===== src/pkg/ddri_pkg.sv =====
// constants for the dual converter register front end
// assumes an 8-bit special-function register bus on the system clock
package ddri_pkg;
   // =========================================
   // widths
   localparam int unsigned code_w = 12;
   localparam int unsigned byte_w = 8;
   localparam int unsigned fmt_w = 3;
   localparam int unsigned sel_w = 3;
   // =========================================
   // register select codes
   localparam logic [2:0] sel_conv0_low = 3'h0;
   localparam logic [2:0] sel_conv0_high = 3'h1;
   localparam logic [2:0] sel_conv0_ctrl = 3'h2;
   localparam logic [2:0] sel_conv1_low = 3'h3;
   localparam logic [2:0] sel_conv1_high = 3'h4;
   localparam logic [2:0] sel_conv1_ctrl = 3'h5;
   // =========================================
   // control field layout and reset values
   localparam int unsigned enable_pos = 7;
   localparam int unsigned fmt_lsb = 0;
   localparam logic [7:0] ctrl_reset = 8'h00;
   localparam logic [7:0] data_reset = 8'h00;
   localparam logic [11:0] code_reset = 12'h000;
   localparam logic [7:0] ctrl_write_mask = 8'h87;
   localparam logic [2:0] fmt_max = 3'h4;
endpackage


===== src/rtl/ddri_channel.sv =====
// one converter channel: data bytes, control, and active code
// assumes single-cycle synchronous register writes
`timescale 1ns/10ps
module ddri_channel (
   input wire logic mclk,
   input wire logic rst,
   input wire logic wr_low,
   input wire logic wr_high,
   input wire logic wr_ctrl,
   input wire logic [7:0] wdata,
   output logic [7:0] data_low,
   output logic [7:0] data_high,
   output logic [7:0] control,
   output logic [11:0] code,
   output logic drive_en,
   output logic power_up
);
   // =========================================
   // alignment extraction
   function automatic logic [11:0] ddri_align(input logic [15:0] pair, input logic [2:0] fmt);
      logic [2:0] sh;
      sh = (fmt > ddri_pkg::fmt_max) ? ddri_pkg::fmt_max : fmt;
      return 12'((pair >> sh));
   endfunction

   // =========================================
   // data bytes
   always_ff @(posedge mclk) begin
      if (rst) begin
         data_low <= ddri_pkg::data_reset;
      end else if (wr_low) begin
         data_low <= wdata;
      end
   end

   always_ff @(posedge mclk) begin
      if (rst) begin
         data_high <= ddri_pkg::data_reset;
      end else if (wr_high) begin
         data_high <= wdata;
      end
   end

   // =========================================
   // control register
   always_ff @(posedge mclk) begin
      if (rst) begin
         control <= ddri_pkg::ctrl_reset;
      end else if (wr_ctrl) begin
         control <= wdata & ddri_pkg::ctrl_write_mask;
      end
   end

   // =========================================
   // active code latched on high byte write
   always_ff @(posedge mclk) begin
      if (rst) begin
         code <= ddri_pkg::code_reset;
      end else if (wr_high) begin
         code <= ddri_align({wdata, data_low}, control[ddri_pkg::fmt_lsb +: ddri_pkg::fmt_w]);
      end
   end

   // =========================================
   // analog stage controls
   always_ff @(posedge mclk) begin
      if (rst) begin
         drive_en <= 1'h0;
         power_up <= 1'h0;
      end else begin
         drive_en <= control[ddri_pkg::enable_pos];
         power_up <= control[ddri_pkg::enable_pos];
      end
   end
endmodule


===== src/rtl/ddri_top.sv =====
// two-channel converter register front end
// assumes sel, wr_en and wdata synchronous to mclk
// one write per wr_en cycle, back-to-back writes allowed
// register map on sel:
//    0 conv0 low data byte
//    1 conv0 high data byte, loads conv0 code
//    2 conv0 control, bit 7 enable, bits 2:0 format
//    3 conv1 low data byte
//    4 conv1 high data byte, loads conv1 code
//    5 conv1 control, bit 7 enable, bits 2:0 format
//    6 and 7 unmapped, writes ignored, reads zero
// drive, power-up and bias follow their sources one clock late

`timescale 1ns/10ps
module ddri_top (
   // register bus side
   input wire logic mclk,
   input wire logic rst,
   input wire logic [2:0] sel,
   input wire logic wr_en,
   input wire logic [7:0] wdata,
   output logic [7:0] rdata,
   // reference control side
   input wire logic analog_bias_on,
   // converter zero analog side
   output logic [11:0] conv0_code,
   output logic conv0_drive_en,
   output logic conv0_power_up,
   output logic conv0_bias,
   // converter one analog side
   output logic [11:0] conv1_code,
   output logic conv1_drive_en,
   output logic conv1_power_up,
   output logic conv1_bias
);
   // =========================================
   // register contents returned to the bus
   logic [7:0] c0_low;
   logic [7:0] c0_high;
   logic [7:0] c0_ctrl;

   logic [7:0] c1_low;
   logic [7:0] c1_high;
   logic [7:0] c1_ctrl;

   logic [7:0] c0_pick;
   logic [7:0] c1_pick;
   logic [7:0] next_rdata;

   // =========================================
   // write strobes, one per register
   logic wr_c0_low;
   logic wr_c0_high;
   logic wr_c0_ctrl;

   logic wr_c1_low;
   logic wr_c1_high;
   logic wr_c1_ctrl;

   logic next_conv0_bias;
   logic next_conv1_bias;

   // =========================================
   // select decode
   function automatic logic ddri_hit(
      input logic strobe,
      input logic [2:0] addr,
      input logic [2:0] target
   );
      logic match;
      match = (addr == target);
      return strobe && match;
   endfunction

   // one channel's read value, zero unless sel is one of its codes
   function automatic logic [7:0] ddri_pick(
      input logic [2:0] addr,
      input logic [2:0] low_code,
      input logic [2:0] high_code,
      input logic [2:0] ctrl_code,
      input logic [7:0] low,
      input logic [7:0] high,
      input logic [7:0] ctrl
   );
      logic [7:0] value;
      value = ddri_pkg::data_reset;

      if (addr == low_code) begin
         value = low;
      end else if (addr == high_code) begin
         value = high;
      end else if (addr == ctrl_code) begin
         value = ctrl;
      end
      return value;
   endfunction

   // unmapped codes raise no strobe, so those writes are dropped
   always_comb begin
      wr_c0_low = ddri_hit(wr_en, sel, ddri_pkg::sel_conv0_low);
      wr_c0_high = ddri_hit(wr_en, sel, ddri_pkg::sel_conv0_high);
      wr_c0_ctrl = ddri_hit(wr_en, sel, ddri_pkg::sel_conv0_ctrl);
   end

   always_comb begin
      wr_c1_low = ddri_hit(wr_en, sel, ddri_pkg::sel_conv1_low);
      wr_c1_high = ddri_hit(wr_en, sel, ddri_pkg::sel_conv1_high);
      wr_c1_ctrl = ddri_hit(wr_en, sel, ddri_pkg::sel_conv1_ctrl);
   end

   // =========================================
   // channels
   ddri_channel u_conv0 (
      .mclk(mclk),
      .rst(rst),
      .wr_low(wr_c0_low),
      .wr_high(wr_c0_high),
      .wr_ctrl(wr_c0_ctrl),
      .wdata(wdata),
      .data_low(c0_low),
      .data_high(c0_high),
      .control(c0_ctrl),
      .code(conv0_code),
      .drive_en(conv0_drive_en),
      .power_up(conv0_power_up)
   );

   ddri_channel u_conv1 (
      .mclk(mclk),
      .rst(rst),
      .wr_low(wr_c1_low),
      .wr_high(wr_c1_high),
      .wr_ctrl(wr_c1_ctrl),
      .wdata(wdata),
      .data_low(c1_low),
      .data_high(c1_high),
      .control(c1_ctrl),
      .code(conv1_code),
      .drive_en(conv1_drive_en),
      .power_up(conv1_power_up)
   );

   // =========================================
   // bias toward analog stage, an ungated copy of analog_bias_on
   always_comb begin
      next_conv0_bias = analog_bias_on;
   end

   always_comb begin
      next_conv1_bias = analog_bias_on;
   end

   always_ff @(posedge mclk) begin
      if (rst) begin
         conv0_bias <= 1'h0;
      end else begin
         conv0_bias <= next_conv0_bias;
      end
   end

   always_ff @(posedge mclk) begin
      if (rst) begin
         conv1_bias <= 1'h0;
      end else begin
         conv1_bias <= next_conv1_bias;
      end
   end

   // =========================================
   // read back
   always_comb begin
      c0_pick = ddri_pick(
         sel,
         ddri_pkg::sel_conv0_low,
         ddri_pkg::sel_conv0_high,
         ddri_pkg::sel_conv0_ctrl,
         c0_low,
         c0_high,
         c0_ctrl
      );
   end

   always_comb begin
      c1_pick = ddri_pick(
         sel,
         ddri_pkg::sel_conv1_low,
         ddri_pkg::sel_conv1_high,
         ddri_pkg::sel_conv1_ctrl,
         c1_low,
         c1_high,
         c1_ctrl
      );
   end

   // codes never overlap, so at most one pick is nonzero
   always_comb begin
      if (sel > ddri_pkg::sel_conv1_ctrl) begin
         next_rdata = ddri_pkg::data_reset;
      end else begin
         next_rdata = c0_pick | c1_pick;
      end
   end

   // registered so read data stands a full clock
   always_ff @(posedge mclk) begin
      if (rst) begin
         rdata <= ddri_pkg::data_reset;
      end else begin
         rdata <= next_rdata;
      end
   end
endmodule


===== config.mk =====
export PLATFORM = sky130hd
export DESIGN_NAME = ddri_top
export DESIGN_NICKNAME = d
export VERILOG_FILES = /design/src/pkg/ddri_pkg.sv /design/src/rtl/ddri_channel.sv /design/src/rtl/ddri_top.sv
export SDC_FILE = /design/constraint.sdc
export NUM_CORES = 1
export LEC_CHECK = 0
export BUFFER_PORTS_ARGS = -buffer_cell sky130_fd_sc_hd__buf_4
export CAP_MARGIN = 0
export CORE_UTILIZATION = 35
export CTS_CLUSTER_DIAMETER = 60
export CTS_CLUSTER_SIZE = 25
export DETAILED_ROUTE_END_ITERATION = 6
export GPL_TIMING_DRIVEN = 0
export MAX_ROUTING_LAYER = met4
export PLACE_DENSITY_LB_ADDON = 0.25
export SYNTH_ARGS = -nofsm -noshare
export SYNTH_HDL_FRONTEND = slang
export SYNTH_HIERARCHICAL = 1
export SYNTH_SLANG_ARGS = --single-unit

===== constraint.sdc =====
create_clock -name mclk -period 2.54 [get_ports mclk]
set_clock_uncertainty 0.2 [all_clocks]
set_input_delay 0.508 -clock mclk [delete_from_list [all_inputs] [get_ports mclk]]
set_output_delay 0.508 -clock mclk [all_outputs]
set_load 0.05 [all_outputs]

=== After elaboration in Yosys (flattened, before gate mapping) ===
Cells that the tools add are included.

* Register bits after elaboration: 75
* Output and inout port bits: 38
* Logic and storage cells: 39

* $lt $le $gt $ge: 3
* Eq/ne operators: 5
* Shift operators: 2
* Multiplexer cells: 8
* Bitwise gates (word level): 1
* Reductions and logical operators: 8

{| class="wikitable"
|+ Operator list
! cell !! number
|-
| 8-bit two-way mux || 6
|-
| 16-bit by 3-bit >> shifter with 12-bit output || 2
|-
| 3-bit > comparator, second input constant || 3
|-
| 8-bit OR || 1
|-
| 3-bit by 2-bit == test with 1-bit output, second input constant || 2
|-
| 3-bit == test, second input constant || 2
|-
| 1-bit logical AND || 6
|-
| 3-bit two-way mux || 2
|-
| 3-bit by 1-bit == test with 1-bit output, second input constant || 1
|-
| 3-bit zero test || 1
|-
| 2-bit OR reduction || 1
|}

=== Logic depth before layout (Yosys ltp) ===
Gate-level depths: netlist of run 1.

* Depth in word-level cells: 5
* Gate-level depth with buffers: 9
* Depth with buffers taken out: 6

=== By module ===
The synthesis of run 1 kept the hierarchy.

{| class="wikitable"
|+ By module, submodules not included
! module !! times used !! cells each !! area an instance (um^2) !! sequential area each (um^2)
|-
| ddri_channel || 2 || 172 || 1,682.9 || 660.6
|-
| ddri_top || 1 || 95 || 812.0 || 180.2
|}

=== Worst setup path before layout of run 1 ===
Ideal clock, no wire load.

* Path type: input -> register
* Start: in sel[1]
* End: reg u_conv0.code[0]
* Data arrival time: 1,672 ps
* Required time: 2,218 ps
* Setup slack: 546 ps
* Cell stages on the path: 7
* Cells stage by stage: buf_2 buf_4 nor3_1 buf_2 clkinv_1 a221oi_2 a21oi_1

* Word-level cells in the longest chain between the ends: 2

{| class="wikitable"
|+ RTL lines
! item !! RTL line !! text
|-
| start, declared || ddri_top.sv:19 || <nowiki>input wire logic [2:0] sel,</nowiki>
|-
| 3-bit by 1-bit == test with 1-bit output || ddri_top.sv:71 || <nowiki>match = (addr == target);</nowiki>
|-
| 1-bit logical AND || ddri_top.sv:72 || <nowiki>return strobe && match;</nowiki>
|-
| named net wr_c0_high || ddri_top.sv:53 || <nowiki>logic wr_c0_high;</nowiki>
|-
| end signal, assigned || ddri_channel.sv:58 || <nowiki>code <= ddri_pkg::code_reset;</nowiki>
|-
| end signal, assigned || ddri_channel.sv:60 || <nowiki>code <= ddri_align({wdata, data_low}, control[ddri_pkg::fmt_lsb +: ddri_pkg::fmt_w]);</nowiki>
|-
| end, declared || ddri_channel.sv:14 || <nowiki>output logic [11:0] code,</nowiki>
|}

The timed path passes the listed nets, and every way through them passes these cells.
A chain may end at the register's enable or synchronous reset.

=== Worst setup path after layout of run 1 ===
* Start: in sel[1]
* End: reg u_conv1.code[8]

* Word-level cells in the longest chain between the ends: 2

{| class="wikitable"
|+ RTL lines
! item !! RTL line !! text
|-
| 3-bit == test || ddri_top.sv:71 ||
|-
| 1-bit logical AND || ddri_top.sv:72 ||
|-
| named net wr_c1_high || ddri_top.sv:57 || <nowiki>logic wr_c1_high;</nowiki>
|-
| end signal, assigned || ddri_channel.sv:58 ||
|-
| end signal, assigned || ddri_channel.sv:60 ||
|-
| end, declared || ddri_channel.sv:14 ||
|}

The timed path passes the listed nets, and every way through them passes these cells.

==> results of run 1 <==
through the flow:
stage / total power, W / std cells / utilization [%] / instance area, um^2 / hold slack [ps]
floorplan: 0.001510 / 445 / - / 4200 / 254.4
global placement: 0.001629 / 639 / 41.35 / 4762 / 267.4
detailed placement: 0.001632 / 639 / 41.35 / 4762 / 279.1
CTS: 0.002903 / 655 / 43.89 / 5055 / 193.3
global route: 0.002986 / 655 / 43.89 / 5055 / 222.5
finish: 0.002878 / 655 / 43.89 / 5055 / 187.5
final cells by class:
class	instances	area, um^2	area share [%]
multi-input cells	313	2310	45.69
flip-flops and latches	75	1501	29.70
repair buffers	51	382.9	7.574
plain buffers	48	352.8	6.980
clock buffers	15	287.8	5.693
well taps	143	178.9	3.540
inverters	9	36.28	0.7178
clock inverters	1	5.005	0.09901
layout by cell type, fill, tap and decap left out, types with 3 or more instances in the layout:
cell type / synthesis / final
nand2_1: 12 / 12
clkbuf_1: 9 / 11
clkbuf_8: 0 / 4
o211ai_1: 8 / 8
nand3b_1: 4 / 4
or3b_1: 4 / 4
nor2b_1: 11 / 11
buf_4: 16 / 67
o21ai_1: 7 / 7
nand2b_4: 8 / 8
mux2i_1: 48 / 48
clkbuf_16: 0 / 9
a221oi_1: 8 / 8
nor2_1: 72 / 72
nor2_4: 3 / 3
inv_1: 4 / 4
conb_1: 2 / 8
a311oi_1: 6 / 6
a21oi_1: 27 / 27
a222oi_1: 4 / 4
a22oi_1: 8 / 8
buf_2: 12 / 12
a2111oi_0: 4 / 4
a221oi_2: 4 / 4
dfxtp_1: 75 / 75
buf_8: 4 / 4
buf_6: 7 / 7
mux2_4: 8 / 8
mux2_1: 20 / 20
a211oi_1: 12 / 12
and2b_1: 4 / 4
mux2_2: 8 / 8
worst paths after layout:
path                        start  cells past startpoint  slack [ps]                    to
min                analog_bias_on                      2         190            conv1_bias
max reg2reg    u_conv0/control[0]                      5         780      u_conv0/code[10]
max                        sel[1]                      8         370       u_conv1/code[8]
min reg2reg  u_conv1/data_high[6]                      2         290  u_conv1/data_high[6]
registers in the layout, summed over array words and instances (netlist names), 8 cells and up:
signal             cells
u_conv1/code          12
u_conv0/data_high      8
u_conv0/data_low       8
u_conv1/data_high      8
u_conv0/code          12
u_conv1/data_low       8
rdata                  8
logic make-up (layout without fill, tap and decap cells):
| group | after synthesis | after routing | synth area share, % |
|---|---|---|---|
| muxes | 84 | 84 | 21.92 |
| other | 2 | 8 | 0.1798 |
| and+or+nand+nor | 124 | 124 | 15.69 |
| DFF | 75 | 75 | 35.94 |
| buffers and inverters | 57 | 124 | 9.315 |
| AOI/OAI and AO/OA | 97 | 97 | 16.95 |
critical path: stages:
cell      delay (ps)
buf_4            120
nand2b_1         130
clkbuf_1         230
nor2_1           140
buf_2            250
clkinv_1         290
a221oi_1         370
a211oi_1         130
metal layers:
layer | share of wire [%] | GRT usage [%] | vias to the layer above
li1 | - | - | 1700
met1 | 46 | 25.23 | 1673
met2 | 47 | 30.75 | 98
met3 | 5.3 | 4.975 | 17
met4 | 1.9 | 8.198 | 0
met5 | 0 | - | -
report_power, final:
part           leakage, nW  switching, W  internal [W]
logic                 1.23      0.000234      0.000148
registers            0.608     0.0000220       0.00121
clock network        0.146      0.000499      0.000768
==> impl_metrics.toml, run 1 <==
[finish]
layout.nets = 522
antenna_cells = 0
drive_gt1_share_pct = 27.34
area_delta_synth_final_pct = 20.99
n_fill_cell = 1180

[detailed_routing]
wl_per_cell_um = 17.38
drt_iter0_markers = 274
vias_per_cell = 5.325
drt-total-wl_um = 11380
drt.antenna.violating_nets = 0
first_pass_iters = 7
drc = 8
vias = 3488

[global_route]
antenna_found_initial = 0
grt_max_degree = 15
grt_pass1_vias = 3391
grt_overflow = 0
track_usage_pct = 20.07
grt_pass1_wl_um = 18510

[synthesis]
synth.cell_area_mm2 = 0.004178
synthFlopType = "dfxtp_1"
synthCells = 439
synth_edf_count = 0
yosys.area.top_type = "dfxtp_1"
ys_top_cells_by_count = "dfxtp_1 (75), nor2_1 (72), mux2i_1 (48), a21oi_1 (27), mux2_1 (20)"
async_flop_share_pct = 0
ys_seq_area_share_pct = 35.94
ys_seq_elements = 75
ys_top_cells_by_area = "dfxtp_1 (36%), mux2i_1 (12%), nor2_1 (6.5%)"
ys_warn_count = 6
synth_most_common_cell = "dfxtp_1"
synth.top_cell.area_share_pct = 35.94
ys_types = 42
syn_area_per_cell_um2 = 9.517

[floorplan]
floorplan.initialDensity_pct = 36.28
io_pins = 53
fp.dieArea_mm2 = 0.01238
die_y_um = 111.3
die_w_um = 111.3
rows = 39
core_mm2 = 0.01152

[sta]
hold_viol = 0
slew_headroom_pct = 65.47
max_freq_mhz = 461.5
slew_viol_final = 0
fin_setup_tns_ps = 0
layout_min_cycle_time_ps = 2167
worst_pin_slew_ps = 518.0
period_share_pct = 85.32
finalSetupViolCount = 0
rsz0062_at_grt = "false"
worst_slack_ps = 372.9

[pwr]
p_leak_nw = 1.980
peakVddDrop_mv = 0.3960
p_per_area_mw_per_mm2 = 569.3

[placement]
place_congestion = 0.8713
hpwl_um = 7822
pre_cts_ws_ps = 61.77
io_buffers = 51

[cts]
clock_latency_ps = 350
post-cts-setup-buffer-count = 0
htreeDepth = 3
post_cts_resized = 0
clock_path_buffers = 2
clock_sinks = 75
path_clk_slew_ps = 60
clock-root-buffer = "clkbuf_16"
cts_tree = "built"
cts_buffers = 9
cts_hold_buf = 0

[outcome]
violations = "design-rule violations"
status = "complete, but fails checks"

[worst_hold_path]
hold_path.class = "primary input to register"

[setup_path]
worstSetupEndpointType = "register"
required_ps = 2550
worst_setup_path_start_kind = "primary input"
critPathMaxFanout = 10
path_class = "primary input to register"
critPathArrivalTime_ps = 2180

[run]
cap_violations = 0
Note: power is estimated with default switching activity, not from simulation.
==> run 2, diff against run 1 <==
Settings changed: CORE_UTILIZATION 35 to 48, REMOVE_ABC_BUFFERS set to 1.
==> impl_metrics.toml, run 2 (synthesized netlist as in run 1, its figures left out) <==
[detailed_routing]
met1Wirelength_um = 4462
drt.antenna.violating_nets = 0
drc = 0
dr_wl_met2_um = 4726
drt_iter0_markers = 141
vias_per_cell = 5.671
first_pass_iters = 5
drt-total-wl_um = 9596
met3_length_um = 311
topRoutingLayerUsed = "met4"
wl_per_cell_um = 16.72
vias = 3255

[floorplan]
core_mm2 = 0.008299
fp.dieArea_mm2 = 0.009081
rows = 33
io_pins = 53
die_y_um = 95.30
floorplan.initialDensity_pct = 50.34
die_w_um = 95.30

[global_route]
grt_pass1_wl_um = 15550
grt_overflow = 0
grt_max_degree = 67
antenna_found_initial = 0
grt_pass1_vias = 3031
track_usage_pct = 23.31

[finish]
largestRegisters = "u_conv0/code (12), u_conv1/code (12)"
fin_util_pct = 55.99
area_delta_synth_final_pct = 11.23
n_fill_cell = 757
drive_gt1_share_pct = 23.45
mostFrequentLayoutCells = "dfxtp_1 (75), nor2_1 (71), buf_4 (55)"
layout.nets = 481
mostFrequentLayoutCell = "dfxtp_1"
antenna_cells = 0

[sta]
worst_pin_slew_ps = 930.4
layout_min_cycle_time_ps = 2371
rsz0062_at_grt = "false"
finalSetupViolCount = 0
period_share_pct = 93.33
hold_viol = 0
slew_headroom_pct = 37.89
fin_setup_tns_ps = 0
slew_viol_final = 0
max_freq_mhz = 421.8

[setup_path]
critPathArrivalTime_ps = 2380
crit_path_top_delay_cell = "nor2_4"
critPathMaxFanout = 22
worstSetupEndpointType = "register"
cpPeakStageDelay_ps = 400
worst_setup_path_start_kind = "primary input"
required_ps = 2550
startpoint = "sel[1]"
rr_startpoint = "u_conv1/control[0]"
crit_chain = "buf_4 > nand2b_1 > nor2_4 > buf_16 > clkinv_1 > a221oi_1 > a211oi_1"
path_class = "primary input to register"

[run]
cap_violations = 0

[pwr]
p_per_area_mw_per_mm2 = 530.5
peakVddDrop_mv = 0.2470
p_leak_nw = 1.748

[placement]
io_buffers = 52
place_congestion = 0.8357
hpwl_um = 6293

[cts]
htreeDepth = 3
path_clk_slew_ps = 70
clock_latency_ps = 350
clock-root-buffer = "clkbuf_8"
clock_sinks = 75
cts_tree = "built"
cts_buffers = 9
clock_path_buffers = 2

[worst_hold_path]
hold_path.class = "primary input to register"
hp-start = "analog_bias_on"

[outcome]
status = "completed"
[run 2: final timing paths]
path / cells past startpoint / slack, ps / endpoint
min: 2 / 160 / conv1_bias
max: 7 / 170 / u_conv1/code[4]
max reg2reg: 3 / 240 / u_conv1/code[5]
min reg2reg: 1 / 290 / u_conv1/power_up
[run 2: critical path, delay by kind of cell]
family          cells  cell delay, ps
compound gates      2             440
buf+inv             3             650
simple gates        2             770
[run 2: what timing repair did]
| item | in CTS | in global routing |
|---|---|---|
| hold buffers | 0 | 0 |
| buffers inserted | 0 | 3 |
| endpoints found under the setup margin | 6 | 12 |
| pin swaps | 0 | 1 |
| resized for setup | 1 | 1 |
[run 2: cell type report]
class / instances / area (um^2) / area share, %
Timing Repair Buffer: 58 / 462.9 / 9.962
Tap cell: 105 / 131.4 / 2.827
Inverter: 9 / 36.28 / 0.7808
Clock inverter: 3 / 40.04 / 0.8616
Multi-Input combinational cell: 313 / 2333 / 50.22
Clock buffer: 11 / 141.4 / 3.043
Sequential cell: 75 / 1501 / 32.31
[run 2: where the power goes]
group / switching, W / total [W] / internal [W]
Sequential: 0.0000321 / 0.00124 / 0.00121
Clock: 0.000426 / 0.000893 / 0.000467
Combinational: 0.000209 / 0.000335 / 0.000126
Total: 0.000667 / 0.00247 / 0.00180
[run 2: metrics by stage]
step	std cells	total power [W]	instance area [um^2]	hold slack, ps	setup WS [ps]
finish	574	0.002465	4647	156.4	169.4
global route	574	0.002562	4647	190.2	50.76
CTS	571	0.002485	4619	154.2	19.04
detailed placement	557	0.001595	4432	277.0	-476.0
global placement	554	0.001585	4369	267.6	-3224
floorplan	397	0.001458	3847	254.4	-1301
[run 2: metal layers]
layer / vias up / global-route usage [%]
met4: 0 / 8.965
met5: - / -
met2: 62 / 37.14
met1: 1569 / 29.77
met3: 11 / 3.349
li1: 1613 / -
